`src/inc/mtpas_defines.svh`:
```
// Constants for the multi-lane transmit phase alignment sequencer
`ifndef MTPAS_DEFINES_SVH
`define MTPAS_DEFINES_SVH
`define MTPAS_CLK_PERIOD_NS      100
`define MTPAS_SRST_DONE_MIN_NS   100
`define MTPAS_SRST_DONE_MIN_CYC  ((`MTPAS_SRST_DONE_MIN_NS + `MTPAS_CLK_PERIOD_NS - 1) / `MTPAS_CLK_PERIOD_NS)
`define MTPAS_OUTCLK_SEL_REF0    3'h3
`define MTPAS_OUTCLK_SEL_REF1    3'h4
`define MTPAS_OUTCLK_SEL_REF2    3'h5
`define MTPAS_ADDR_CTRL          12'h000
`define MTPAS_ADDR_STATUS        12'h004
`define MTPAS_ADDR_CFG           12'h008
`define MTPAS_CTRL_START_BIT     0
`define MTPAS_CTRL_AUTO_BIT      1
`define MTPAS_CTRL_RXGO_BIT      2
`define MTPAS_CFG_OCS_LSB        0
`define MTPAS_CFG_RESET_VAL      32'h0000_0003
`define MTPAS_ST_BUSY_BIT        0
`define MTPAS_ST_DONE_BIT        1
`define MTPAS_ST_ALIGNED_BIT     2
`define MTPAS_ST_RXEN_BIT        3
`define MTPAS_ST_STATE_LSB       8
`endif

```
`src/inc/mtpas_pkg.sv`:
```
// Types for the multi-lane transmit phase alignment sequencer
package mtpas_pkg;
    typedef enum logic [10:0] {
        MTPAS_IDLE    = 11'h001,
        MTPAS_SRST    = 11'h002,
        MTPAS_M_INIT  = 11'h004,
        MTPAS_M_ALIGN = 11'h008,
        MTPAS_M_DLY1  = 11'h010,
        MTPAS_S_INIT  = 11'h020,
        MTPAS_S_ALIGN = 11'h040,
        MTPAS_M_DLY2  = 11'h080,
        MTPAS_A_SRST  = 11'h100,
        MTPAS_A_WAIT  = 11'h200,
        MTPAS_DONE    = 11'h400
    } mtpas_state_t;
endpackage : mtpas_pkg

```
`src/verilog/mtpas_apb_regs.sv`:
```
// APB slave holding control and configuration words and reading back the status word
`timescale 1ns/1ns
`include "mtpas_defines.svh"
module mtpas_apb_regs (
    input  wire logic        pclk,
    input  wire logic        presetn,
    input  wire logic        psel,
    input  wire logic        penable,
    input  wire logic        pwrite,
    input  wire logic [11:0] paddr,
    input  wire logic [31:0] pwdata,
    output logic      [31:0] prdata,
    output logic             pready,
    output logic             pslverr,
    input  wire logic [31:0] status,
    output logic             start_pulse,
    output logic             auto_mode,
    output logic             rx_go,
    output logic      [2:0]  out_sel
);
    logic        wr;
    logic [31:0] ctrl_q;
    logic [31:0] cfg_q;
    logic        start_q;
    logic        unmapped;

    assign wr       = psel & penable & pwrite;
    assign unmapped = (paddr != `MTPAS_ADDR_CTRL) && (paddr != `MTPAS_ADDR_STATUS) && (paddr != `MTPAS_ADDR_CFG);
    assign pready   = 1'b1;
    assign pslverr  = psel & penable & unmapped;

    always_ff @(posedge pclk or negedge presetn) begin
        if (!presetn) begin
            ctrl_q  <= 32'h0;
            cfg_q   <= `MTPAS_CFG_RESET_VAL;
            start_q <= 1'b0;
        end else begin
            start_q <= wr && paddr == `MTPAS_ADDR_CTRL && pwdata[`MTPAS_CTRL_START_BIT];
            if (wr && paddr == `MTPAS_ADDR_CTRL) begin
                ctrl_q <= pwdata & 32'h0000_0006;
            end
            if (wr && paddr == `MTPAS_ADDR_CFG) begin
                cfg_q <= pwdata & 32'h0000_0007;
            end
        end
    end

    always_comb begin
        unique case (paddr)
            `MTPAS_ADDR_CTRL:   prdata = ctrl_q;
            `MTPAS_ADDR_STATUS: prdata = status;
            `MTPAS_ADDR_CFG:    prdata = cfg_q;
            default:            prdata = 32'h0;
        endcase
    end

    assign start_pulse = start_q;
    assign auto_mode   = ctrl_q[`MTPAS_CTRL_AUTO_BIT];
    assign rx_go       = ctrl_q[`MTPAS_CTRL_RXGO_BIT];
    // Illegal codes fall back to the first reference-clock select
    assign out_sel     = (cfg_q[2:0] == `MTPAS_OUTCLK_SEL_REF1 || cfg_q[2:0] == `MTPAS_OUTCLK_SEL_REF2)
                         ? cfg_q[2:0] : `MTPAS_OUTCLK_SEL_REF0;
endmodule : mtpas_apb_regs

```
`src/verilog/mtpas_seq.sv`:
```
// Fabric controller sequencing multi-lane transmit phase and delay alignment
`timescale 1ns/1ns
`include "mtpas_defines.svh"
module mtpas_seq
    import mtpas_pkg::*;
#(
    parameter int NLANES = 4,
    parameter int MASTER = 1
) (
    input  wire logic              pclk,
    input  wire logic              presetn,
    input  wire logic              psel,
    input  wire logic              penable,
    input  wire logic              pwrite,
    input  wire logic [11:0]       paddr,
    input  wire logic [31:0]       pwdata,
    output logic      [31:0]       prdata,
    output logic                   pready,
    output logic                   pslverr,
    input  wire logic              realign_event,
    input  wire logic [NLANES-1:0] delay_soft_reset_done,
    input  wire logic [NLANES-1:0] phase_init_done,
    input  wire logic [NLANES-1:0] phase_align_done,
    input  wire logic              auto_sync_done,
    output logic      [NLANES-1:0] phase_delay_reset_in,
    output logic      [NLANES-1:0] delay_bypass_in,
    output logic      [NLANES-1:0] phase_align_enable_in,
    output logic      [NLANES-1:0] delay_soft_reset_req,
    output logic      [NLANES-1:0] phase_init_req,
    output logic      [NLANES-1:0] phase_align_req,
    output logic      [NLANES-1:0] delay_align_enable,
    output logic                   sync_override_attr,
    output logic                   multilane_sync_attr,
    output logic      [NLANES-1:0] rx_skip_delay_align_attr,
    output logic                   tx_buffer_enable_attr,
    output logic                   internal_clock_select_attr,
    output logic      [2:0]        out_clock_select,
    output logic                   rx_align_start
);
    localparam logic [NLANES-1:0] M_MASK = NLANES'(1) << MASTER;
    localparam logic [NLANES-1:0] S_MASK = ~M_MASK;

    mtpas_state_t      state_q;
    logic [NLANES-1:0] srst_q;
    logic [NLANES-1:0] init_q;
    logic [NLANES-1:0] align_q;
    logic              dly_q;
    logic              done_q;
    logic              rx_start_q;
    logic              auto_q;
    logic              start_pulse;
    logic              auto_mode;
    logic              rx_go;
    logic [2:0]        out_sel;
    logic [31:0]       status;
    logic [NLANES-1:0] srst_lvl;
    logic [NLANES-1:0] init_rise;
    logic [NLANES-1:0] align_lvl;
    logic [NLANES-1:0] align_rise;
    logic              sync_lvl;
    logic              go;

    function automatic logic all_clear(input logic [NLANES-1:0] v, input logic [NLANES-1:0] m);
        all_clear = ((v & m) == '0);
    endfunction : all_clear

    mtpas_apb_regs u_regs (
        .pclk        (pclk),
        .presetn     (presetn),
        .psel        (psel),
        .penable     (penable),
        .pwrite      (pwrite),
        .paddr       (paddr),
        .pwdata      (pwdata),
        .prdata      (prdata),
        .pready      (pready),
        .pslverr     (pslverr),
        .status      (status),
        .start_pulse (start_pulse),
        .auto_mode   (auto_mode),
        .rx_go       (rx_go),
        .out_sel     (out_sel)
    );

    // Done flags arrive from the lane clock domain
    mtpas_sync_edge #(.W(NLANES)) u_srst_sync (
        .pclk     (pclk),
        .presetn  (presetn),
        .async_in (delay_soft_reset_done),
        .level    (srst_lvl),
        .rise     ()
    );
    mtpas_sync_edge #(.W(NLANES)) u_init_sync (
        .pclk     (pclk),
        .presetn  (presetn),
        .async_in (phase_init_done),
        .level    (),
        .rise     (init_rise)
    );
    mtpas_sync_edge #(.W(NLANES)) u_align_sync (
        .pclk     (pclk),
        .presetn  (presetn),
        .async_in (phase_align_done),
        .level    (align_lvl),
        .rise     (align_rise)
    );
    mtpas_sync_edge #(.W(1)) u_sdone_sync (
        .pclk     (pclk),
        .presetn  (presetn),
        .async_in (auto_sync_done),
        .level    (sync_lvl),
        .rise     ()
    );

    // Any realign event restarts the whole procedure, even mid-sequence
    assign go = start_pulse | realign_event;

    always_ff @(posedge pclk or negedge presetn) begin
        if (!presetn) begin
            state_q <= MTPAS_IDLE;
            srst_q  <= '0;
            init_q  <= '0;
            align_q <= '0;
            dly_q   <= 1'b0;
            done_q  <= 1'b0;
            auto_q  <= 1'b0;
        end else if (go) begin
            auto_q  <= auto_mode;
            srst_q  <= '1;
            init_q  <= '0;
            align_q <= '0;
            dly_q   <= 1'b0;
            done_q  <= 1'b0;
            state_q <= auto_mode ? MTPAS_A_SRST : MTPAS_SRST;
        end else begin
            unique case (state_q)
                MTPAS_IDLE, MTPAS_DONE: begin
                end
                MTPAS_SRST: begin
                    srst_q <= srst_q & ~srst_lvl;
                    if (all_clear(srst_q, '1)) begin
                        init_q  <= M_MASK;
                        state_q <= MTPAS_M_INIT;
                    end
                end
                MTPAS_M_INIT: begin
                    // A stale high init-done shows no rise until the lane drops it
                    if (init_rise[MASTER]) begin
                        init_q  <= '0;
                        align_q <= M_MASK;
                        state_q <= MTPAS_M_ALIGN;
                    end
                end
                MTPAS_M_ALIGN: begin
                    if (align_rise[MASTER]) begin
                        align_q <= '0;
                        dly_q   <= 1'b1;
                        state_q <= MTPAS_M_DLY1;
                    end
                end
                MTPAS_M_DLY1: begin
                    // Align-done first falls, so its next rise marks delay settle
                    if (align_rise[MASTER]) begin
                        dly_q   <= 1'b0;
                        init_q  <= S_MASK;
                        state_q <= MTPAS_S_INIT;
                    end
                end
                MTPAS_S_INIT: begin
                    init_q <= init_q & ~init_rise;
                    if (all_clear(init_q, S_MASK)) begin
                        align_q <= S_MASK;
                        state_q <= MTPAS_S_ALIGN;
                    end
                end
                MTPAS_S_ALIGN: begin
                    align_q <= align_q & ~align_rise;
                    if (all_clear(align_q, S_MASK)) begin
                        dly_q   <= 1'b1;
                        state_q <= MTPAS_M_DLY2;
                    end
                end
                MTPAS_M_DLY2: begin
                    if (align_rise[MASTER]) begin
                        done_q  <= 1'b1;
                        state_q <= MTPAS_DONE;
                    end
                end
                MTPAS_A_SRST: begin
                    srst_q <= srst_q & ~srst_lvl;
                    if (all_clear(srst_q, '1)) begin
                        state_q <= MTPAS_A_WAIT;
                    end
                end
                MTPAS_A_WAIT: begin
                    // Sync-done stays high until the next start
                    if (sync_lvl) begin
                        done_q  <= 1'b1;
                        state_q <= MTPAS_DONE;
                    end
                end
                default: begin
                    state_q <= MTPAS_IDLE;
                end
            endcase
        end
    end

    // Receive alignment only after transmit alignment completes
    always_ff @(posedge pclk or negedge presetn) begin
        if (!presetn) begin
            rx_start_q <= 1'b0;
        end else begin
            rx_start_q <= rx_go & done_q & ~go;
        end
    end

    assign phase_delay_reset_in  = '0;
    assign delay_bypass_in       = '0;
    assign phase_align_enable_in = '1;
    assign delay_soft_reset_req  = srst_q;
    assign phase_init_req        = init_q;
    assign phase_align_req       = align_q;
    // Only the master lane ever gets delay enable; slaves skip it
    assign delay_align_enable    = dly_q ? M_MASK : '0;
    assign rx_skip_delay_align_attr = '1;
    assign sync_override_attr    = ~auto_q;
    assign multilane_sync_attr   = auto_q;
    assign tx_buffer_enable_attr = 1'b0;
    assign internal_clock_select_attr = 1'b1;
    assign out_clock_select      = out_sel;
    assign rx_align_start        = rx_start_q;

    // Master align-done after completion reports held alignment in status
    assign status = {20'h0, state_q[3:0] | {1'b0, state_q[10:8]}, 4'h0,
                     rx_go & done_q, align_lvl[MASTER] & done_q, done_q,
                     ~state_q[0] & ~done_q};

    a_init_release: assert property (@(posedge pclk) disable iff (!presetn)
        (state_q == MTPAS_M_INIT && init_rise[MASTER] && !go) |=> phase_init_req == '0 && phase_align_req == M_MASK)
        else $error("master init not released into align");
    a_srst_order: assert property (@(posedge pclk) disable iff (!presetn)
        (phase_init_req != '0) |-> delay_soft_reset_req == '0)
        else $error("init raised while soft reset held");
    a_dly_off_slaves: assert property (@(posedge pclk) disable iff (!presetn)
        (state_q == MTPAS_S_INIT || state_q == MTPAS_S_ALIGN) |-> delay_align_enable == '0)
        else $error("delay enable high during slave steps");
    a_slave_align_order: assert property (@(posedge pclk) disable iff (!presetn)
        (phase_align_req & S_MASK) != '0 |-> (phase_init_req == '0))
        else $error("slave align overlaps init");
    a_dly_hold_done: assert property (@(posedge pclk) disable iff (!presetn)
        (state_q == MTPAS_DONE && !auto_q && !go) |=> delay_align_enable == M_MASK)
        else $error("delay enable dropped after completion");
    a_rx_after_tx: assert property (@(posedge pclk) disable iff (!presetn)
        rx_align_start |-> $past(done_q))
        else $error("receive alignment before transmit done");
    a_no_slave_dly: assert property (@(posedge pclk) disable iff (!presetn)
        (delay_align_enable & S_MASK) == '0)
        else $error("slave given delay enable");
    a_start_srst: assert property (@(posedge pclk) disable iff (!presetn)
        go |=> delay_soft_reset_req == '1 && phase_init_req == '0)
        else $error("start did not assert soft reset on all lanes");
endmodule : mtpas_seq

```
`src/verilog/mtpas_sync_edge.sv`:
```
// Two-stage synchroniser with rising-edge detect, one bit per lane
`timescale 1ns/1ns
module mtpas_sync_edge #(
    parameter int W = 1
) (
    input  wire logic         pclk,
    input  wire logic         presetn,
    input  wire logic [W-1:0] async_in,
    output logic      [W-1:0] level,
    output logic      [W-1:0] rise
);
    logic [W-1:0] meta_q;
    logic [W-1:0] sync_q;
    logic [W-1:0] prev_q;

    // Only sync_q reads meta_q
    always_ff @(posedge pclk or negedge presetn) begin
        if (!presetn) begin
            meta_q <= '0;
            sync_q <= '0;
            prev_q <= '0;
        end else begin
            meta_q <= async_in;
            sync_q <= meta_q;
            prev_q <= sync_q;
        end
    end

    assign level = sync_q;
    assign rise  = sync_q & ~prev_q;
endmodule : mtpas_sync_edge
```
`config.mk`:
```
export PLATFORM = sky130hd
export DESIGN_NAME = mtpas_seq
export DESIGN_NICKNAME = d
export VERILOG_FILES = /design/src/inc/mtpas_pkg.sv /design/src/verilog/mtpas_apb_regs.sv /design/src/verilog/mtpas_seq.sv /design/src/verilog/mtpas_sync_edge.sv
export VERILOG_INCLUDE_DIRS = /design/src /design/src/inc
export SDC_FILE = /design/constraint.sdc
export NUM_CORES = 1
export LEC_CHECK = 0
export BUFFER_PORTS_ARGS = -buffer_cell sky130_fd_sc_hd__buf_2
export CAP_MARGIN = 20
export CORE_UTILIZATION = 49
export CTS_CLUSTER_DIAMETER = 100
export DETAILED_ROUTE_END_ITERATION = 12
export PLACE_DENSITY = 0.89
export SETUP_SLACK_MARGIN = 0.05
export SLEW_MARGIN = 20
export SYNTH_ARGS = -nofsm -noshare
export SYNTH_HDL_FRONTEND = slang
export SYNTH_SLANG_ARGS = --single-unit
export TNS_END_PERCENT = 30
```
`constraint.sdc`:
```
create_clock -name pclk -period 2.4 [get_ports pclk]
set_input_delay 0.36 -clock pclk [delete_from_list [all_inputs] [get_ports pclk]]
set_output_delay 0.36 -clock pclk [all_outputs]
set_load 0.03 [all_outputs]
```
**After elaboration in Yosys (flattened, before gate mapping)**

Cells that the tools add are included.

- Memory bits (writable): 0
- ROM bits: 0
- Latch bits: 0
- Output and inout bits: 74
- Memories: 0
- Register bits: 67
- Logic and storage cells: 129

- Bitwise operators: 23
- Reduce and logical (&&, ||, !) cells: 23
- Mux-type cells: 35
- Divide/modulo/power cells: 0
- Order comparisons: 0
- Multiply operators: 0
- Add/subtract/negate cells: 0
- Equality and inequality tests: 27
- Shift operators: 0

Operator list:

| operator | count |
|---|---|
| $mux 11 | 10 |
| $pmux 11 s10 | 1 |
| $mux 4 | 10 |
| $pmux 12 s3 | 1 |
| $pmux 4 s4 | 2 |
| $ne 3x3->1 const B | 8 |
| $and 4x4->4 | 5 |
| $not 4->4 | 5 |
| $eq 12x3->1 const B | 1 |
| $eq 12x4->1 const B | 1 |
| $logic_not 12->1 | 1 |
| $logic_not 4->1 | 3 |
| $ne 12x3->1 const B | 1 |
| $ne 12x4->1 const B | 1 |
| $reduce_and 4->1 | 3 |
| $reduce_bool 12->1 | 1 |
| $eq 11x1->1 const B | 1 |
| $eq 11x10->1 const B | 1 |
| $eq 11x11->1 const B | 1 |
| $eq 11x2->1 const B | 1 |
| $eq 11x3->1 const B | 1 |
| $eq 11x4->1 const B | 1 |
| $eq 11x5->1 const B | 1 |
| $eq 11x6->1 const B | 1 |
| other kinds (25) | 46 |

**Longest topological paths before layout**

- Depth after elaboration: 6
- Mapped depth: 8
- Mapped depth without buffers: 6

**Cells and area by module**

Synthesis repeated with hierarchy kept, for this count alone.

- Cell total of the unflattened synthesis: 334
- Area, all modules: 3,639.7 µm²

Modules (own cells, without submodules):

| module | seq. area each (µm²) | area an instance (µm²) | cells an instance | instances |
|---|---|---|---|---|
| mtpas_seq | 676.9 | 1,850.5 | 207 | 1 |
| mtpas_sync_edge at u_align_sync ... | 300.3 | 355.3 | 16 | 3 |
| mtpas_apb_regs | 152.6 | 634.4 | 75 | 1 |
| mtpas_sync_edge at u_sdone_sync | 75.1 | 88.8 | 4 | 1 |

**Worst setup path before layout**

OpenSTA, ideal clock, no wires.

- Kind: input -> output
- From: input paddr[9]
- To: output prdata[10]
- Required time: 2.040 ns
- Path slack: 0.385 ns
- Arrival: 1.655 ns
- Cell stages on the path: 4
- Cell sequence: nor4_1 -> nand3_1 -> or3_1 -> nor2_1

- Cells in the longest elaborated chain, start to end: 2

RTL lines:

| item | line | source |
|---|---|---|
| start, declared | mtpas_seq.sv:15 | `input wire logic [11:0] paddr,` |
| $eq 12x4->1 (tied with other cells) | mtpas_apb_regs.sv:49 | `unique case (paddr)` |
| $pmux 12 s3 (*) | mtpas_apb_regs.sv:49 |  |
| end, declared | mtpas_seq.sv:17 | `output logic [31:0] prdata,` |

Mark *: on every way between the ends. The rest lies on a longest branch, timed or not.

**Worst setup path in the final report**

- From: input paddr[11]
- To: output prdata[8]

Same word-level chain as after synthesis.

==> results.py <==
metrics = {
    "grt": {
        "grt_max_degree": 44,
        "grt_usage": 0.201,
        "grt_overflow": 0,
        "grt_first_pass_wirelength_um": 11000,
        "grt_pass1_vias": 2424,
        "antenna_found_initial": 0,
    },
    "placement": {
        "dpl.hpwl_um": 5190,
        "gp_congestion": 0.957,
        "portBuffers": 61,
        "placed_cells": 473,
    },
    "clocking": {
        "postCtsHoldBufs": 0,
        "cts_setup_buffers": 0,
        "path_clk_slew_ns": 0.07,
        "cts_buffers": 9,
        "insertion_delay_ns": 0.35,
        "tritoncts": "yes",
        "post_cts_resized": 0,
        "cts_root_buffer": "clkbuf_8",
        "clkSinkCount": 67,
        "cts_max_level": 3,
        "clockBufferDepth": 2,
    },
    "floorplan": {
        "coreArea_um2": 6760,
        "num_io_pins": 137,
        "dieArea_um2": 7280,
        "die_x_um": 85.3,
        "rows": 30,
        "start_util": 0.504,
        "die_h_um": 85.3,
    },
    "synthesis": {
        "synth_edf_count": 0,
        "synth_top_area_share": 0.471,
        "ys_warn_count": 0,
        "synth_area_um2": 3400,
        "yosysTopAreaCell": "dfrtp_1",
        "synth_area_per_cell_um2": 10.0,
        "synth.most_common_cell": "dfrtp_1",
        "ys_seq_elements": 67,
        "netlist_top_cells_count": "dfrtp_1 (64), buf_4 (48), nand2_1 (29)",
        "ys_seq_area_frac": 0.494,
        "synth.area.top_cells": "dfrtp_1 (47%), buf_4 (11%), nand2_1 (3.2%)",
        "synthFlopType": "dfrtp_1",
        "synth-async-reset-ratio": 1.00,
        "yosysUniqueCellTypes": 55,
        "synthCells": 340,
    },
    "route": {
        "vias_per_cell": 5.35,
        "wirelength_um": 6950,
        "wl_per_cell_um": 14.2,
        "drc": 0,
        "drt-pass1-iter-count": 5,
        "drt.antenna.violating_nets": 0,
        "drtIter0Drc": 246,
        "vias": 2616,
    },
    "worst_setup_path": {
        "worstSetupStartpointType": "primary input",
        "cp_common_cell": "buf_2",
        "cp.depth": 6,
        "crit_type": "primary input to output pin",
        "required_ns": 2.04,
        "worstPathMaxFanout": 7,
        "arrival_ns": 1.84,
        "crit_chain": "buf_2 -> nor4_1 -> nand3_2 -> or3_1 -> nor2_1 -> buf_2",
        "crit_buf_inv": 2,
        "r2r_cells": 6,
        "slowest_delay_ns": 0.44,
        "cp-end-kind": "output pin",
        "cp_slowest_cell": "or3_1",
        "cp_top_family": "simple AND/OR/NAND/NOR gates",
    },
    "finish": {
        "fin_nets": 467,
        "fin_cells": 489,
        "area_growth_pct": 11.9,
        "num_antenna_cells": 0,
        "nFillCells": 578,
        "drive_gt1_frac": 0.281,
    },
    "sta": {
        "period_needed_ns": 2.20,
        "period_share": 0.917,
        "rsz0062_at_grt": "no",
        "finalSetupViolCount": 0,
        "hold_violations": 0,
        "tightest_slew_ns": 0.617,
        "worst_clock_skew_ns": 0.00590,
        "relSlewSlack": 0.588,
        "drv_slew": 0,
        "fmax_mhz": 454,
        "tns_ns": 0,
        "hold_slack_ns": 0.0170,
    },
    "power": {
        "p_total_mw": 2.67,
        "leakagePower_nw": 1.87,
        "p_per_area_nw_per_um2": 702,
        "worst_ir_drop_vdd_uv": 532,
    },
    "hold_path": {
        "hp-class": "primary input to asynchronous set/reset pin",
    },
    "job": {
        "cap_violations": 0,
    },
    "outcome": {
        "status": "complete, no violations",
    },
}
worst paths after layout:
check,startpoint,endpoint,slack [ns]
min reg2reg,u_init_sync.meta_q[3],u_init_sync.level[3],0.35
max reg2reg,state_q[8],phase_align_req[2],0.33
min,presetn,rx_align_start,0.02
max,paddr[11],prdata[8],0.20
max in group asynchronous,presetn,u_regs.cfg_q[0],1.70
min in group pclk,phase_align_done[2],u_align_sync.meta_q[2],0.11
per-layer routing:
layer  vias up  GRT usage  routed length (µm)
li1       1200          -                   -
met1      1237      0.229                2700
met2       150      0.339                3460
met3        29     0.0525                 510
met4         0      0.124                 271
met5         -          0                   0
logic make-up after synthesis:
kind of cell	synth area share
other cells	0.00221
buf+inv	0.142
compound gates	0.103
mux	0.0283
simple gates	0.223
flops	0.494
xor+xnor	0.00772
metrics by stage:
| step | util | setup slack [ns] | instance area, µm² |
|---|---|---|---|
| after floorplan | - | 0.385 | 3570 |
| after global placement | 0.536 | 0.343 | 3620 |
| after global routing | 0.564 | 0.0855 | 3810 |
| after CTS | 0.563 | 0.173 | 3800 |
| after detailed placement | 0.536 | 0.217 | 3620 |
| final | 0.564 | 0.199 | 3810 |
report_power, final:
part           leakage, nW  internal (mW)  switching [mW]  total (mW)
combinational        0.950          0.184           0.411       0.595
sequential           0.828           1.20          0.0474        1.25
clock               0.0960          0.402           0.430       0.832
worst reg2reg max path, delay by kind of cell, from the launching register on:
kind            cells  cell delay, ns
flops               1            0.51
compound gates      2            0.29
simple gates        3            1.01
buf+inv             1            0.20
flip-flops by register name, indices dropped and copies added, names as in the netlist:
name / cells
state_q: 11
delay_soft_reset_req: 4
phase_align_req: 4
phase_init_req: 4
u_align_sync.level: 4
u_align_sync.meta_q: 4
u_align_sync.prev_q: 4
u_init_sync.level: 4
u_init_sync.meta_q: 4
u_init_sync.prev_q: 4
u_srst_sync.level: 4
u_srst_sync.meta_q: 4
u_regs.cfg_q: 3
u_regs.ctrl_q: 2
dly_q: 1
done_q: 1
multilane_sync_attr: 1
rx_align_start: 1
u_regs.start_pulse: 1
u_sdone_sync.level: 1
u_sdone_sync.meta_q: 1
cells in the final DEF, fill, tap and decap left out, types with 7 or more instances in the layout:
cell      synthesis  routed
dfrtp_1          64      64
buf_2             4      61
conb_1            2      46
nand2_1          29      29
nor2_1           28      28
inv_1            18      18
o21ai_0          16      16
nand3_1          12      11
clkbuf_8          0      10
a21oi_1           9       9
nor4_1            7       7
nand2b_1          7       7
final cells by class:
type                    count  area (µm²)  share of cell area
flip-flops and latches     67        1680               0.441
well taps                  80         100              0.0263
clock inverters             6        41.3              0.0108
clock buffers              10         138              0.0361
repair buffers             68         370              0.0972
multi-input cells         240        1410               0.371
inverters                  18        67.6              0.0177
Note: power is estimated with default switching activity, not from simulation.
